File: src/inc/acs_params.svh
/*
 * Offsets, field positions, reset values and timing counts of the
 * conversion sequencer. Assumes a 20 MHz main clock and a byte-addressed
 * register window of 32-bit words.
 */
`ifndef ACS_PARAMS_SVH
`define ACS_PARAMS_SVH

// Register byte offsets
`define ACS_OFF_CTRL_A 5'h00
`define ACS_OFF_CTRL_F 5'h04
`define ACS_OFF_TIMING 5'h08
`define ACS_OFF_CMD 5'h0C
`define ACS_OFF_STATUS 5'h10
`define ACS_OFF_RESULT 5'h14

// Field positions
`define ACS_A_ENABLE 0
`define ACS_A_KEEP 1
`define ACS_F_COUNT_MSB 3
`define ACS_F_COUNT_LSB 0
`define ACS_F_RESTART 4
`define ACS_T_SD_MSB 7
`define ACS_T_SD_LSB 0
`define ACS_T_PRE_MSB 15
`define ACS_T_PRE_LSB 8
`define ACS_T_MODE_MSB 17
`define ACS_T_MODE_LSB 16
`define ACS_C_START 0
`define ACS_S_BUSY 0
`define ACS_S_READY 1
`define ACS_S_ANALOG 2

// Reset values
`define ACS_RST_CTRL_A 32'h0000_0000
`define ACS_RST_CTRL_F 32'h0000_0000
`define ACS_RST_TIMING 32'h0000_0114

// Widths and limits
`define ACS_SAMPLE_W 12
`define ACS_ACC_W 22
`define ACS_MAX_COUNT_LOG 4'hA

// Timing
`define ACS_CLK_PERIOD_NS 50
`define ACS_INIT_TIME_NS 10000
`define ACS_INIT_CYCLES ((`ACS_INIT_TIME_NS + `ACS_CLK_PERIOD_NS - 1) / `ACS_CLK_PERIOD_NS)
`define ACS_CONV8_CYC 16'h0009
`define ACS_CONV12_CYC 16'h000D

`endif

File: src/inc/acs_pkg.sv
/*
 * Types of the conversion sequencer: conversion modes and sequencer states.
 * Assumes the constants of acs_params.svh are included by the user.
 */
package acs_pkg;

	typedef enum logic [1:0] {
		ACS_MODE_SINGLE12 = 2'b00,
		ACS_MODE_SINGLE8 = 2'b01,
		ACS_MODE_SERIES = 2'b10,
		ACS_MODE_BURST = 2'b11
	} acs_mode_t;

	typedef enum logic [2:0] {
		ACS_ST_IDLE = 3'b000,
		ACS_ST_INIT = 3'b001,
		ACS_ST_START = 3'b010,
		ACS_ST_SAMPLE = 3'b011,
		ACS_ST_CONVERT = 3'b100,
		ACS_ST_GAP = 3'b101,
		ACS_ST_LATCH = 3'b110,
		ACS_ST_ACCUM = 3'b111
	} acs_state_t;

endpackage

File: src/design/acs_sequencer.sv
/*
 * Conversion sequencer: converter half-clock timebase, init / sample /
 * convert / result sequencing, accumulation and an Avalon-MM register slave.
 * Assumes the analog stage presents a settled sample on ADC_DATA_I by the
 * end of the conversion phase; that bus is asynchronous and synchronised here.
 */
`timescale 1ns/100ps
`include "acs_params.svh"

////////////////////////////////////////////////////////////////////////////////
module acs_sequencer import acs_pkg::*; #(
	parameter int INIT_CYCLES = `ACS_INIT_CYCLES
) (
	// Clock, reset, enable
	input wire logic CLK_I,
	input wire logic RSTN_I,
	input wire logic CE_I,
	// Avalon-MM slave
	input wire logic [4:0] AVS_ADDRESS_I,
	input wire logic AVS_READ_I,
	input wire logic AVS_WRITE_I,
	input wire logic [31:0] AVS_WRITEDATA_I,
	input wire logic [3:0] AVS_BYTEENABLE_I,
	output logic [31:0] AVS_READDATA_O,
	output logic AVS_WAITREQUEST_O,
	// Analog stage
	input wire logic [11:0] ADC_DATA_I,
	output logic ANALOG_ON_O,
	output logic SAMPLE_O,
	output logic CONVERT_O,
	output logic RES8_O
);

	function automatic logic [31:0] wmerge(input logic [31:0] old, input logic [31:0] wd,
		input logic [3:0] be);
		logic [31:0] r;
		r = old;
		for (int i = 0; i < 4; i++) begin
			if (be[i]) begin
				r[8*i +: 8] = wd[8*i +: 8];
			end
		end
		return r;
	endfunction

	////////////////////////////////////////////////////////////////////////
	// Reset release
	logic rst_s1_reg;
	logic rst_s2_reg;
	logic rstn;

	always_ff @(posedge CLK_I or negedge RSTN_I) begin
		if (!RSTN_I) begin
			rst_s1_reg <= 1'b0;
			rst_s2_reg <= 1'b0;
		end else begin
			rst_s1_reg <= 1'b1;
			rst_s2_reg <= rst_s1_reg;
		end
	end
	assign rstn = rst_s2_reg;

	////////////////////////////////////////////////////////////////////////
	// Bus handshake and decode
	logic ack_reg;
	logic req;
	logic acc_wr;
	logic acc_rd;
	logic [31:0] ctrl_a_reg;
	logic [31:0] ctrl_f_reg;
	logic [31:0] timing_reg;
	logic [31:0] rdata_reg;
	logic [31:0] status_word;
	logic [31:0] result_word;
	logic [31:0] rd_value;
	logic hit_a;
	logic hit_f;
	logic hit_t;
	logic hit_c;
	logic hit_s;
	logic hit_r;

	assign req = AVS_READ_I | AVS_WRITE_I;
	assign AVS_WAITREQUEST_O = req & ~ack_reg;
	assign acc_wr = AVS_WRITE_I & ack_reg;
	assign acc_rd = AVS_READ_I & ack_reg;
	assign hit_a = AVS_ADDRESS_I == `ACS_OFF_CTRL_A;
	assign hit_f = AVS_ADDRESS_I == `ACS_OFF_CTRL_F;
	assign hit_t = AVS_ADDRESS_I == `ACS_OFF_TIMING;
	assign hit_c = AVS_ADDRESS_I == `ACS_OFF_CMD;
	assign hit_s = AVS_ADDRESS_I == `ACS_OFF_STATUS;
	assign hit_r = AVS_ADDRESS_I == `ACS_OFF_RESULT;
	assign rd_value = hit_a ? ctrl_a_reg :
		hit_f ? ctrl_f_reg :
		hit_t ? timing_reg :
		hit_s ? status_word :
		hit_r ? result_word : 32'h0000_0000;
	assign AVS_READDATA_O = rdata_reg;

	always_ff @(posedge CLK_I or negedge rstn) begin
		if (!rstn) begin
			ack_reg <= 1'b0;
			rdata_reg <= 32'h0000_0000;
		end else if (CE_I) begin
			ack_reg <= req & ~ack_reg;
			if (AVS_READ_I && !ack_reg) begin
				rdata_reg <= rd_value;
			end
		end
	end

	always_ff @(posedge CLK_I or negedge rstn) begin
		if (!rstn) begin
			ctrl_a_reg <= `ACS_RST_CTRL_A;
			ctrl_f_reg <= `ACS_RST_CTRL_F;
			timing_reg <= `ACS_RST_TIMING;
		end else if (CE_I && acc_wr) begin
			if (hit_a) ctrl_a_reg <= wmerge(ctrl_a_reg, AVS_WRITEDATA_I, AVS_BYTEENABLE_I);
			if (hit_f) ctrl_f_reg <= wmerge(ctrl_f_reg, AVS_WRITEDATA_I, AVS_BYTEENABLE_I);
			if (hit_t) timing_reg <= wmerge(timing_reg, AVS_WRITEDATA_I, AVS_BYTEENABLE_I);
		end
	end

	////////////////////////////////////////////////////////////////////////
	// Configuration fields
	logic enable;
	logic keep_analog_powered;
	logic auto_restart;
	logic [3:0] count_log;
	logic [7:0] sample_duration;
	logic [7:0] prescale_half;
	acs_mode_t conv_mode;
	logic accum_mode;
	logic [10:0] accumulate_count;

	assign enable = ctrl_a_reg[`ACS_A_ENABLE];
	assign keep_analog_powered = ctrl_a_reg[`ACS_A_KEEP];
	assign auto_restart = ctrl_f_reg[`ACS_F_RESTART];
	assign count_log = (ctrl_f_reg[`ACS_F_COUNT_MSB:`ACS_F_COUNT_LSB] > `ACS_MAX_COUNT_LOG) ?
		`ACS_MAX_COUNT_LOG : ctrl_f_reg[`ACS_F_COUNT_MSB:`ACS_F_COUNT_LSB];
	assign sample_duration = timing_reg[`ACS_T_SD_MSB:`ACS_T_SD_LSB];
	assign prescale_half = (timing_reg[`ACS_T_PRE_MSB:`ACS_T_PRE_LSB] == 8'h00) ? 8'h01 :
		timing_reg[`ACS_T_PRE_MSB:`ACS_T_PRE_LSB];
	assign conv_mode = acs_mode_t'(timing_reg[`ACS_T_MODE_MSB:`ACS_T_MODE_LSB]);
	assign accum_mode = conv_mode == ACS_MODE_SERIES || conv_mode == ACS_MODE_BURST;
	// Samples per accumulation, up to 1024
	assign accumulate_count = accum_mode ? (11'h001 << count_log) : 11'h001;

	////////////////////////////////////////////////////////////////////////
	// Analog data synchroniser
	logic [11:0] data_s1_reg;
	logic [11:0] data_s2_reg;
	logic [`ACS_ACC_W-1:0] sample_value;

	always_ff @(posedge CLK_I or negedge rstn) begin
		if (!rstn) begin
			data_s1_reg <= 12'h000;
			data_s2_reg <= 12'h000;
		end else if (CE_I) begin
			data_s1_reg <= ADC_DATA_I;
			data_s2_reg <= data_s1_reg;
		end
	end
	assign sample_value = (conv_mode == ACS_MODE_SINGLE8) ?
		{14'h0000, data_s2_reg[11:4]} : {10'h000, data_s2_reg};

	////////////////////////////////////////////////////////////////////////
	// Sequencer timing
	acs_state_t state_reg;
	acs_state_t state_next;
	logic [7:0] div_reg;
	logic [15:0] cnt_reg;
	logic [15:0] phase_len;
	logic half_tick;
	logic timed;
	logic phase_done;
	logic [10:0] smp_reg;
	logic last_sample;
	logic sample_final;
	logic publish;
	logic to_idle;
	logic restart;
	logic start_pend_reg;
	logic take_start;
	logic cmd_start;
	logic analog_on_reg;
	logic ready_reg;
	logic [`ACS_ACC_W-1:0] acc_reg;
	logic [`ACS_ACC_W-1:0] result_reg;

	assign half_tick = div_reg == prescale_half - 8'h01;
	assign timed = state_reg != ACS_ST_IDLE && state_reg != ACS_ST_INIT &&
		state_reg != ACS_ST_LATCH && state_reg != ACS_ST_ACCUM;
	// Phase lengths in converter half cycles
	assign phase_len = (state_reg == ACS_ST_SAMPLE) ? {7'h00, sample_duration, 1'b1} :
		(state_reg == ACS_ST_CONVERT) ?
		((conv_mode == ACS_MODE_SINGLE8) ? `ACS_CONV8_CYC << 1 : `ACS_CONV12_CYC << 1) :
		16'h0001;
	assign phase_done = (state_reg == ACS_ST_INIT) ? (cnt_reg + 16'h0001 == 16'(INIT_CYCLES)) :
		(timed && half_tick && cnt_reg + 16'h0001 == phase_len);
	assign last_sample = smp_reg + 11'h001 >= accumulate_count;
	// Sample just taken completed the accumulation
	assign sample_final = smp_reg >= accumulate_count;
	// Final result goes out after the latch cycle, plus one for accumulation
	assign publish = (state_reg == ACS_ST_ACCUM) ||
		(state_reg == ACS_ST_LATCH && !accum_mode);
	assign restart = publish && auto_restart && enable;
	assign to_idle = (state_reg == ACS_ST_LATCH && accum_mode && !sample_final) ||
		(publish && !restart);
	assign cmd_start = acc_wr && hit_c && AVS_BYTEENABLE_I[0] && AVS_WRITEDATA_I[`ACS_C_START];
	assign take_start = state_reg == ACS_ST_IDLE && start_pend_reg && enable;

	always_comb begin
		state_next = state_reg;
		case (state_reg)
			ACS_ST_IDLE: begin
				if (take_start) begin
					// Powered analog needs no initialisation
					state_next = analog_on_reg ? ACS_ST_START : ACS_ST_INIT;
				end
			end
			ACS_ST_INIT: begin
				if (phase_done) state_next = ACS_ST_START;
			end
			ACS_ST_START: begin
				if (phase_done) state_next = ACS_ST_SAMPLE;
			end
			ACS_ST_SAMPLE: begin
				if (phase_done) state_next = ACS_ST_CONVERT;
			end
			ACS_ST_CONVERT: begin
				if (phase_done) state_next = ACS_ST_GAP;
			end
			ACS_ST_GAP: begin
				if (phase_done) begin
					// Burst goes straight to the next sample
					state_next = (conv_mode == ACS_MODE_BURST && !last_sample) ?
						ACS_ST_SAMPLE : ACS_ST_LATCH;
				end
			end
			ACS_ST_LATCH: begin
				if (accum_mode && sample_final) state_next = ACS_ST_ACCUM;
				else if (restart) state_next = ACS_ST_START;
				else state_next = ACS_ST_IDLE;
			end
			ACS_ST_ACCUM: begin
				state_next = restart ? ACS_ST_START : ACS_ST_IDLE;
			end
			default: begin
				state_next = ACS_ST_IDLE;
			end
		endcase
		if (!enable) state_next = ACS_ST_IDLE;
	end

	always_ff @(posedge CLK_I or negedge rstn) begin
		if (!rstn) begin
			state_reg <= ACS_ST_IDLE;
			div_reg <= 8'h00;
			cnt_reg <= 16'h0000;
		end else if (CE_I) begin
			state_reg <= state_next;
			if (state_next != state_reg || phase_done) begin
				div_reg <= 8'h00;
				cnt_reg <= 16'h0000;
			end else if (state_reg == ACS_ST_INIT) begin
				cnt_reg <= cnt_reg + 16'h0001;
			end else if (half_tick) begin
				div_reg <= 8'h00;
				cnt_reg <= cnt_reg + 16'h0001;
			end else begin
				div_reg <= div_reg + 8'h01;
			end
		end
	end

	////////////////////////////////////////////////////////////////////////
	// Start request, analog power, accumulation, result
	always_ff @(posedge CLK_I or negedge rstn) begin
		if (!rstn) begin
			start_pend_reg <= 1'b0;
			analog_on_reg <= 1'b0;
		end else if (CE_I) begin
			start_pend_reg <= cmd_start | (start_pend_reg & ~take_start);
			if (!enable) analog_on_reg <= 1'b0;
			else if (state_reg == ACS_ST_INIT && phase_done) analog_on_reg <= 1'b1;
			else if (to_idle) analog_on_reg <= keep_analog_powered;
		end
	end

	always_ff @(posedge CLK_I or negedge rstn) begin
		if (!rstn) begin
			smp_reg <= 11'h000;
			acc_reg <= '0;
			result_reg <= '0;
			ready_reg <= 1'b0;
		end else if (CE_I) begin
			if (!enable) begin
				smp_reg <= 11'h000;
			end else if (state_reg == ACS_ST_GAP && phase_done) begin
				// Full-width sum of up to 1024 samples
				acc_reg <= (smp_reg == 11'h000) ? sample_value : acc_reg + sample_value;
				smp_reg <= smp_reg + 11'h001;
			end else if (publish) begin
				smp_reg <= 11'h000;
			end
			if (publish) result_reg <= acc_reg;
			ready_reg <= publish | (ready_reg & ~(acc_rd & hit_r));
		end
	end

	assign status_word = {29'h0000_0000, analog_on_reg, ready_reg, state_reg != ACS_ST_IDLE};
	assign result_word = {10'h000, result_reg};

	////////////////////////////////////////////////////////////////////////
	// Analog stage controls
	assign ANALOG_ON_O = analog_on_reg;
	assign SAMPLE_O = state_reg == ACS_ST_SAMPLE;
	assign CONVERT_O = state_reg == ACS_ST_CONVERT;
	assign RES8_O = conv_mode == ACS_MODE_SINGLE8;

endmodule // acs_sequencer

File: config.mk
export PLATFORM = sky130hd
export DESIGN_NAME = acs_sequencer
export DESIGN_NICKNAME = d
export VERILOG_FILES = /design/src/inc/acs_pkg.sv /design/src/design/acs_sequencer.sv
export VERILOG_INCLUDE_DIRS = /design/src /design/src/inc
export SDC_FILE = /design/constraint.sdc
export NUM_CORES = 1
export LEC_CHECK = 0
export ABC_AREA = 0
export BUFFER_PORTS_ARGS = -buffer_cell sky130_fd_sc_hd__buf_2
export CAP_MARGIN = 20
export CELL_PAD_IN_SITES_DETAIL_PLACEMENT = 1
export CELL_PAD_IN_SITES_GLOBAL_PLACEMENT = 1
export CORE_UTILIZATION = 43
export CTS_CLUSTER_DIAMETER = 100
export DETAILED_ROUTE_END_ITERATION = 12
export PLACE_DENSITY = 0.8
export SETUP_SLACK_MARGIN = 0.5
export SYNTH_ARGS = -nofsm -noshare
export SYNTH_HDL_FRONTEND = slang
export SYNTH_SLANG_ARGS = --single-unit
File: constraint.sdc
create_clock -name CLK_I -period 7.1 [get_ports CLK_I]
set_clock_uncertainty 0.2 [all_clocks]
set_input_delay 1.065 -clock CLK_I [delete_from_list [all_inputs] [get_ports CLK_I]]
set_output_delay 1.065 -clock CLK_I [all_outputs]
set_load 0.02 [all_outputs]
# == Word level (Yosys, flattened, before mapping) ==
# Cells that the tools add are included.
# word_totals
input_bits,58
register_bits,240
output_inout_bits,37
wordCells,167
# op_classes
n_bitwise,12
addsub,5
magnitude_cmp,3
n_eq_ne,25
n_mux,38
n_reduce_logical,56
shifts,1
# op_table
cell,n
2-to-1 mux 32 bit,3
2-to-1 mux 22 bit,3
2-to-1 mux 16 bit,3
2-to-1 mux 11 bit,4
AND reduction 3 bit,13
2-to-1 mux 8 bit,4
2-to-1 mux 3 bit,9
one-hot mux 3 bit (8 select lines),1
adder 22 x 12 -> 22 bit,1
>= comparator 11 bit,2
logical AND 1 bit,22
adder 16 x 1 -> 16 bit (second input constant),1
equality test 16 x 8 -> 1 bit (second input constant),1
equality test 16 x 9 -> 1 bit,1
equality test 3 bit (second input constant),4
2-to-1 mux 12 bit,1
AND reduction 2 bit,6
adder 11 x 1 -> 11 bit (second input constant),1
zero test 11 bit,1
<< shifter 1 x 4 -> 11 bit (first input constant),1
equality test 5 x 4 -> 1 bit (second input constant),2
equality test 5 bit (second input constant),2
2-to-1 mux 9 bit,1
inequality test 3 x 1 -> 1 bit (second input constant),3
25 further kinds,50

# == Longest topological paths before layout ==
# Gate-level depths: netlist (run 1).
# depth
word_depth,15
mapped_depth,17
depth_no_buf,14

# == Worst setup path before layout (run 1) ==
# No wires, ideal clock.
# synth_path
path_kind,register to register
startpoint,register timing_reg[11]
endpoint,register cnt_reg[15]
period_less_slack_ns,3.743
path_buffers,0
arrival_ns,3.467
setup_time_ns,0.076
required_ns,6.824
path_slack_ns,3.357
stages_incl_launch_ff,14
cell_sequence,dfrtp_1 > or4_4 > nor4_1 > nor2_1 > ha_1 > nor2b_1 > nand3b_1 > xnor2_1 > nor3_2 > o2111ai_4 > a2111oi_4 > or3b_1 > or4_1 > o21ai_1
# synth_via
elab_chain_cells,14
elab_cells_between_ends,19
cone_classes,add/sub: 1; eq/ne: 2; mux: 10; reduce/logical: 6
# synth_rtl
element,line_no,source
"start, declared",acs_sequencer.sv:71,logic [31:0] timing_reg;
"start signal, assigned",acs_sequencer.sv:116,timing_reg <= `ACS_RST_TIMING;
"start signal, assigned",acs_sequencer.sv:120,"if (hit_t) timing_reg <= wmerge(timing_reg, AVS_WRITEDATA_I, AVS_BYTEENABLE_I);"
zero test 8 bit,acs_sequencer.sv:142,assign prescale_half = (timing_reg[`ACS_T_PRE_MSB:`ACS_T_PRE_LSB] == 8'h00) ? 8'h01 :
2-to-1 mux 8 bit *,acs_sequencer.sv:142,
subtractor 8 x 1 -> 8 bit *,acs_sequencer.sv:191,assign half_tick = div_reg == prescale_half - 8'h01;
equality test 8 bit *,acs_sequencer.sv:191,
logical AND 1 bit (2 in a row),acs_sequencer.sv:200,(timed && half_tick && cnt_reg + 16'h0001 == phase_len);
2-to-1 mux 1 bit,acs_sequencer.sv:199,assign phase_done = (state_reg == ACS_ST_INIT) ? (cnt_reg + 16'h0001 == 16'(INIT_CYCLES)) :
"2-to-1 mux 3 bit, on equally long branches",--,
one-hot mux 3 bit (8 select lines),acs_sequencer.sv:215,case (state_reg)
2-to-1 mux 3 bit,acs_sequencer.sv:253,if (!enable) state_next = ACS_ST_IDLE;
inequality test 3 bit,acs_sequencer.sv:263,if (state_next != state_reg || phase_done) begin
logical OR 1 bit,acs_sequencer.sv:263,
nonzero test 3 bit (no line),--,
AND reduction 2 bit (no line),--,
"end signal, assigned",acs_sequencer.sv:267,cnt_reg <= cnt_reg + 16'h0001;
"end signal, assigned",acs_sequencer.sv:270,cnt_reg <= cnt_reg + 16'h0001;
"end, declared",acs_sequencer.sv:172,logic [15:0] cnt_reg;
# Mark *: on every way between the ends. The rest lies on a longest branch, timed or not.
# A chain may end at the register's enable or synchronous reset.

# == Worst setup path after layout (run 1) ==
# layout_path
startpoint,register cnt_reg[0]
endpoint,register acc_reg[14]
# layout_via
elab_chain_cells,6
elab_cells_between_ends,7
cone_classes,add/sub: 1; eq/ne: 2; mux: 1; reduce/logical: 3
# layout_rtl
element,line_no,source
adder 16 x 1 -> 16 bit *,"acs_sequencer.sv:199, acs_sequencer.sv:200",
equality test 16 x 9 -> 1 bit,acs_sequencer.sv:200,
logical AND 1 bit,acs_sequencer.sv:200,
2-to-1 mux 1 bit *,acs_sequencer.sv:199,
logical AND 1 bit *,acs_sequencer.sv:300,end else if (state_reg == ACS_ST_GAP && phase_done) begin
AND reduction 3 bit (no line) *,--,
"end signal, assigned",acs_sequencer.sv:302,acc_reg <= (smp_reg == 11'h000) ? sample_value : acc_reg + sample_value;
"end, declared",acs_sequencer.sv:188,logic [`ACS_ACC_W-1:0] acc_reg;
# Marked as above.

==> results.cfg, run 1 <==
[worst_setup_path]
r2r_end = acc_reg[14]$_DFFE_PN0P_
ff2ff_path_depth = 10
required_ns = 7.31
worstSetupStartpointType = flop
cpPeakStageDelay_ns = 0.92
crit_chain = ha_1 > nand3_1 > nor3_1 > and3_1 > o221ai_1 > or4_1 > a2111oi_0 > nand2_1 > o21ai_0 > o31ai_1
r2r-start = cnt_reg[0]$_DFFE_PN0P_
crit_buf_inv = 0
cp.arrival_ns = 4.92
endpoint = acc_reg[14]$_DFFE_PN0P_
worst-setup-path-type = reg2reg
worst-r2r-setup-slack_ns = 2.38
cp-end-kind = flop
cp_slowest_cell = a2111oi_0
startpoint = cnt_reg[0]$_DFFE_PN0P_
worstPathMaxFanout = 8
cp_top_family = simple AND/OR/NAND/NOR gates
crit_cells = 10

[sta]
finalHoldViolCount = 0
fin_crit_sh = 0.664
drv_slew = 0
slew_headroom = 0.265
setup_viol = 0
clock.fmax_mhz = 212
rsz0062_at_grt = false
tightest_slew_ns = 1.07
period_minus_slack_ns = 4.72
fin_setup_tns_ns = 0

[route]
drc_errors = 0
drt_pass1_iterations = 7
postRouteAntennaNets = 0
vias = 10414
first_iter_violations = 723
vias_per_cell = 5.91
route.detailed.wl_per_inst_um = 21.0
wl_um = 37000

[yosys]
synthSimpleGateAreaFrac = 0.143
synth-edff-count = 0
synth_xor_area_frac = 0.0303
synthesis.area_um2 = 13000
ys.warnings.count = 0
synth_top_family_by_area = compound AO/OA/AOI/OAI gates
synth-adder-area-share = 0.0400
synth.mux.area_fraction = 0.142
synthFlopType = dfrtp_1
synth_compound_area_frac = 0.151
async_flop_share = 1.00
syn_nets = 1386
synthDistinctLibCells = 80
synthesis.instances = 1287
ys_ff_latch = 240
synth.yosys.seq_area_share = 0.461
syn_avg_cell_area_um2 = 10.1

[cts]
clock_latency_ns = 0.55
cts_setup_buffers = 0
clock_sinks = 240
clk_pin_slew_ns = 0.07
cts_tree = yes
hold_buffers = 0
clk_root_buffer_cell = clkbuf_16
htree_levels = 1
clock_path_buffers = 3
cts_resized = 0
cts_buffers = 27

[placed_design]
dpl.hpwl_um = 26100
dpl_cell_area_um2 = 13800
routabilityCongestion = 0.876
dpl.cell_count = 1711
port-buffer-count = 94

[flow_run]
cap_viol_max_count = 0

[finish]
fin_area_um2 = 14700
finalCoreUtilization = 0.495
fin_nets = 1450
stdcell_count = 1763
fill_cells = 3331
layout-drive-gt1-share = 0.234
syn_to_final_growth_pct = 12.9

[floorplanning]
die_y_um = 176
fp.dieW_um = 176
core_um2 = 29700
dieArea_um2 = 31000
initial_core_util = 0.438
io-pin-count = 95
core.rowCount = 63

[pwr]
p_per_area_nw_per_um2 = 239
comb_power_share = 0.153
p_leak_nw = 6.79
p_int_mw = 2.48
power.share.clock = 0.392
switching_share = 0.294
vdd_ir_drop_max_uv = 208
p_seq_frac = 0.455
finalPower_mw = 3.52
p_sw_mw = 1.03

[global_route]
met3_usage = 0.0332
use_met1 = 0.324
grt.overflow.total = 0
grt_start_max_net_pins = 76
top_usage_layer = met2
use_met2 = 0.413
gr-usage-all-layers = 0.243
antenna_found_initial = 3
grt_pass1_vias = 11140
grt_pass1_wl_um = 60200

[worst_hold_path]
hp-class = reg2async

[run_status]
status = complete, no violations
==> through the flow <==
stage	hold WS, ns	setup WS (ns)
floorplan	0.131	2.96
global placement	0.0709	2.68
detailed placement	0.0732	2.53
CTS	0.0767	2.51
global route	0.0821	2.15
finish	0.0596	2.38
==> cells in the mapped netlist, drive strengths merged (6+ instances only) <==
library cell	n	area share
dfrtp	237	0.46
mux2	155	0.13
nand2	121	0.035
o21ai	104	0.040
a21oi	86	0.033
nor2	70	0.020
clkbuf	54	0.016
ha	40	0.038
nand3	40	0.015
inv	38	0.011
xnor2	30	0.020
nor3	27	0.011
and3	18	0.0086
buf	16	0.0053
nand4	16	0.0077
xor2	15	0.010
nand2b	14	0.0067
or3	13	0.0062
a31oi	12	0.0058
a222oi	11	0.0085
o31ai	11	0.0063
mux2i	10	0.0077
nor2b	10	0.0048
and2	9	0.0043
nor4	8	0.0038
or4	8	0.0049
a211oi	7	0.0044
a22o	7	0.0047
o211ai	6	0.0035
o21a	6	0.0035
==> cells by family after synthesis <==
group | count (synthesis)
buf+inv | 110
compound gates | 307
other cells | 1
simple gates | 378
flops | 240
xor+xnor | 45
mux | 165
fa+ha+maj | 41
==> cell usage in the layout, fill, tap and decap left out, types with 6 or more instances in the layout <==
cell	instances
or4_1	7
a31oi_1	12
a211oi_1	6
nor3_1	24
a222oi_1	11
inv_1	38
or3_1	13
nor4_1	8
o211ai_1	6
a21oi_1	86
nor2_1	70
xnor2_1	30
nand2b_1	14
mux2_2	148
and3_1	18
a22o_1	7
ha_1	40
dfrtp_1	236
xor2_1	15
buf_2	94
nor2b_1	10
o31ai_1	11
clkbuf_16	27
o21ai_0	98
nand4_1	16
o21a_1	6
mux2_1	7
nand2_1	121
buf_4	10
and2_1	9
clkinv_2	8
nand3_1	40
mux2i_1	10
==> power by group through the flow <==
stage                     Combinational, mW  Sequential, mW  Clock [mW]
after global placement                0.507            1.61           0
after CTS                             0.540            1.60        1.39
after global routing                  0.600            1.61        1.44
after floorplan                       0.396            1.59           0
after detailed placement              0.534            1.62           0
final                                 0.539            1.60        1.38
==> how the worst min path moves through the flow <==
stage / startpoint / to / slack (ns) / cells past startpoint
after detailed placement: rst_s2_reg$_DFF_PN0_ / ctrl_a_reg[21]$_DFFE_PN0P_ / 0.07 / 0
after global placement: rst_s2_reg$_DFF_PN0_ / ctrl_a_reg[19]$_DFFE_PN0P_ / 0.07 / 0
after floorplan: rst_s1_reg$_DFF_PN0_ / rst_s2_reg$_DFF_PN0_ / 0.13 / 0
after global routing: RSTN_I / rst_s2_reg$_DFF_PN0_ / 0.08 / 1
final: rst_s2_reg$_DFF_PN0_ / ctrl_f_reg[20]$_DFFE_PN0P_ / 0.06 / 0
after CTS: rst_s2_reg$_DFF_PN0_ / ctrl_f_reg[20]$_DFFE_PN0P_ / 0.08 / 0
==> routing by layer <==
layer  routed length [µm]  up-vias
li1                     -     4804
met1                16400     5337
met2                18200      215
met3                 1490       56
met4                  877        2
met5                   10        -
==> area by class of cell <==
class | count | area [µm²] | share of cell area
flip-flops and latches | 240 | 6010 | 0.409
multi-input cells | 937 | 6600 | 0.449
well taps | 390 | 488 | 0.0332
inverters | 40 | 150 | 0.0102
repair buffers | 105 | 573 | 0.0390
clock inverters | 16 | 126 | 0.00859
diodes | 1 | 2.50 | 0.000170
clock buffers | 34 | 752 | 0.0511
Note: power is estimated with default switching activity, not from simulation.
==> run 2: changes to the inputs <==
clock period = 3.8 ns   (was 7.1 ns; I/O delays follow)
==> run 2 against run 1 <==
Against the previous run:
- clock power increased by 95%
- sequential cell count stayed put
- non-clock buffer count rose by 96
- largest cell class unchanged
- global-route usage is 3.1 points higher
- clock-buffer cell count increased by 5
- the run now ends with setup timing left
- maximum frequency up 24%
- first-iteration DRC count up 13%
- critical endpoint is now acc_reg[15]$_DFFE_PN0P_
- critical path depth is 7 higher
- combinational power rose by 140%
==> results.cfg, run 2 (same netlist as run 1, synthesis figures left out) <==
[sta]
clock.fmax_mhz = 263
rsz0062_at_grt = true
setup_viol = 1
worst_slack_ns = -0.00270
fin_setup_tns_ns = -0.00270
tightest_slew_ns = 0.997
drv_slew = 0
period_minus_slack_ns = 3.80
slew_headroom = 0.335
finalHoldViolCount = 0
fin_crit_sh = 1.00

[cts]
htree_levels = 1
clk_pin_slew_ns = 0.06
clock_path_buffers = 3
clk_root_buffer_cell = clkbuf_16
clock_sinks = 240
cts_tree = yes
clock_latency_ns = 0.55
cts_buffers = 27

[worst_setup_path]
cp_top_family = simple AND/OR/NAND/NOR gates
cp-end-kind = flop
worst-r2r-setup-slack_ns = -0.003
cp_slowest_cell = or4_4
worstSetupStartpointType = flop
required_ns = 4.02
r2r_end = acc_reg[15]$_DFFE_PN0P_
cpPeakStageDelay_ns = 0.56
worstPathMaxFanout = 5
cp_common_cell = buf_12
crit_buf_inv = 4
worst-setup-path-type = reg2reg
crit_chain = or4_4 > nor4_4 > nor2_2 > ha_2 > nor2b_4 > nand3b_1 > xnor2_1 > nor3_2 > buf_4 > o2111a_2 > o2111ai_4 > buf_12 > nor2_4 > buf_12 > buf_12 > nand2_4 > o41ai_4
r2r-start = timing_reg[11]$_DFFE_PN0P_
ff2ff_path_depth = 17
cp.arrival_ns = 4.03

[route]
postRouteAntennaNets = 0
drc_errors = 0
vias = 11220
wl_um = 43700
route.detailed.wl_per_inst_um = 23.5
first_iter_violations = 816
vias_per_cell = 6.03
drt_pass1_iterations = 5

[run_status]
violations = setup timing
status = finished, violations left

[placed_design]
dpl.hpwl_um = 27600
dpl_cell_area_um2 = 14300
dp_worst_setup_slack_ns = -0.00969
dpl.cell_count = 1756
port-buffer-count = 94
routabilityCongestion = 0.909

[floorplanning]
initial_core_util = 0.438
core.rowCount = 63
dieArea_um2 = 31000
io-pin-count = 95
die_y_um = 176
core_um2 = 29700
fp.dieW_um = 176

[global_route]
grt_start_max_net_pins = 93
grt.overflow.total = 0
grt_pass1_wl_um = 66700
gr-usage-all-layers = 0.274
antenna_found_initial = 4
grt_pass1_vias = 11989

[pwr]
p_leak_nw = 7.58
p_per_area_nw_per_um2 = 427
vdd_ir_drop_max_uv = 398

[finish]
finalCoreUtilization = 0.548
syn_to_final_growth_pct = 25.0
fin_nets = 1547
fin_area_um2 = 16300
mostFrequentLayoutCells = dfrtp_1 (235), mux2_2 (148), nand2_1 (116), buf_2 (94), o21ai_0 (83)
stdcell_count = 1862
layout-drive-gt1-share = 0.336
layout_commonest_cell = dfrtp_1

[worst_hold_path]
whs_path_depth = 2
worstHoldStart = ADC_DATA_I[0]
min_to = data_s1_reg[0]$_DFFE_PN0P_
hp-class = in2reg

[flow_run]
cap_viol_max_count = 0
run 2: cell types whose count changed in the layout (fill, tap and decap cells not counted), sizes merged, moves of 2 or more:
cell	previous run	this run
buf	105	200
bufinv	1	3
clkbuf	34	39
clkinv	12	7
clkinvlp	4	1
diode	1	3
run 2: cell type report:
class / instances / area, µm²
fill: 3218 / 13400
multi-input combinational: 938 / 7240
sequential: 240 / 6010
timing repair buffer: 201 / 1490
clock buffer: 39 / 741
tap: 390 / 488
inverter: 40 / 150
clock inverter: 11 / 148
antenna: 3 / 7.51
run 2: stage by stage:
stage	power, mW	hold slack, ns
floorplan	3.73	0.0744
global placement	4.02	0.139
detailed placement	4.10	0.139
CTS	6.85	0.0502
global route	7.21	0.0513
finish	6.94	0.0639
run 2: worst max-delay path by stage:
stage / depth (start not counted) / from / end
after floorplan: 13 / timing_reg[11]$_DFFE_PN0P_ / cnt_reg[15]$_DFFE_PN0P_
after global placement: 12 / ctrl_f_reg[3]$_DFFE_PN0P_ / cnt_reg[4]$_DFFE_PN0P_
after global routing: 14 / timing_reg[11]$_DFFE_PN0P_ / cnt_reg[15]$_DFFE_PN0P_
after detailed placement: 13 / timing_reg[11]$_DFFE_PN0P_ / acc_reg[14]$_DFFE_PN0P_
final: 17 / timing_reg[11]$_DFFE_PN0P_ / acc_reg[15]$_DFFE_PN0P_
after CTS: 13 / timing_reg[11]$_DFFE_PN0P_ / state_reg[0]$_DFFE_PN0P_
run 2: report_power, final:
group / switching [mW] / internal [mW]
logic: 0.732 / 0.555
registers: 0.220 / 2.75
clock network: 1.12 / 1.56
total: 2.08 / 4.87
run 2: layer usage:
metal | wire (µm) | vias up | track usage | share of wire
li1 | - | 5005 | - | -
met4 | 1680 | 2 | 0.116 | 0.038
met2 | 21900 | 342 | 0.467 | 0.50
met1 | 18200 | 5756 | 0.346 | 0.42
met5 | 11 | - | 0 | 0.00025
met3 | 1930 | 115 | 0.0403 | 0.044
run 2: timing repair:
| item | in CTS | in global routing |
|---|---|---|
| cloned | 5 | 0 |
| hold endpoints to repair | 2 | 0 |
| setup endpoints to repair | 60 | 60 |
| pin swaps | 34 | 25 |
| setup buffers | 35 | 11 |
| hold buffers | 1 | 0 |
| resized for setup | 81 | 39 |
run 2: worst register-to-register path, cell delays in order, from the launching register on:
cell,delay (ns)
dfrtp_1,0.40
or4_4,0.56
nor4_4,0.18
nor2_2,0.09
ha_2,0.20
nor2b_4,0.13
nand3b_1,0.11
xnor2_1,0.10
nor3_2,0.21
buf_4,0.15
o2111a_2,0.28
o2111ai_4,0.16
buf_12,0.20
nor2_4,0.14
buf_12,0.13
buf_12,0.13
nand2_4,0.10
o41ai_4,0.24
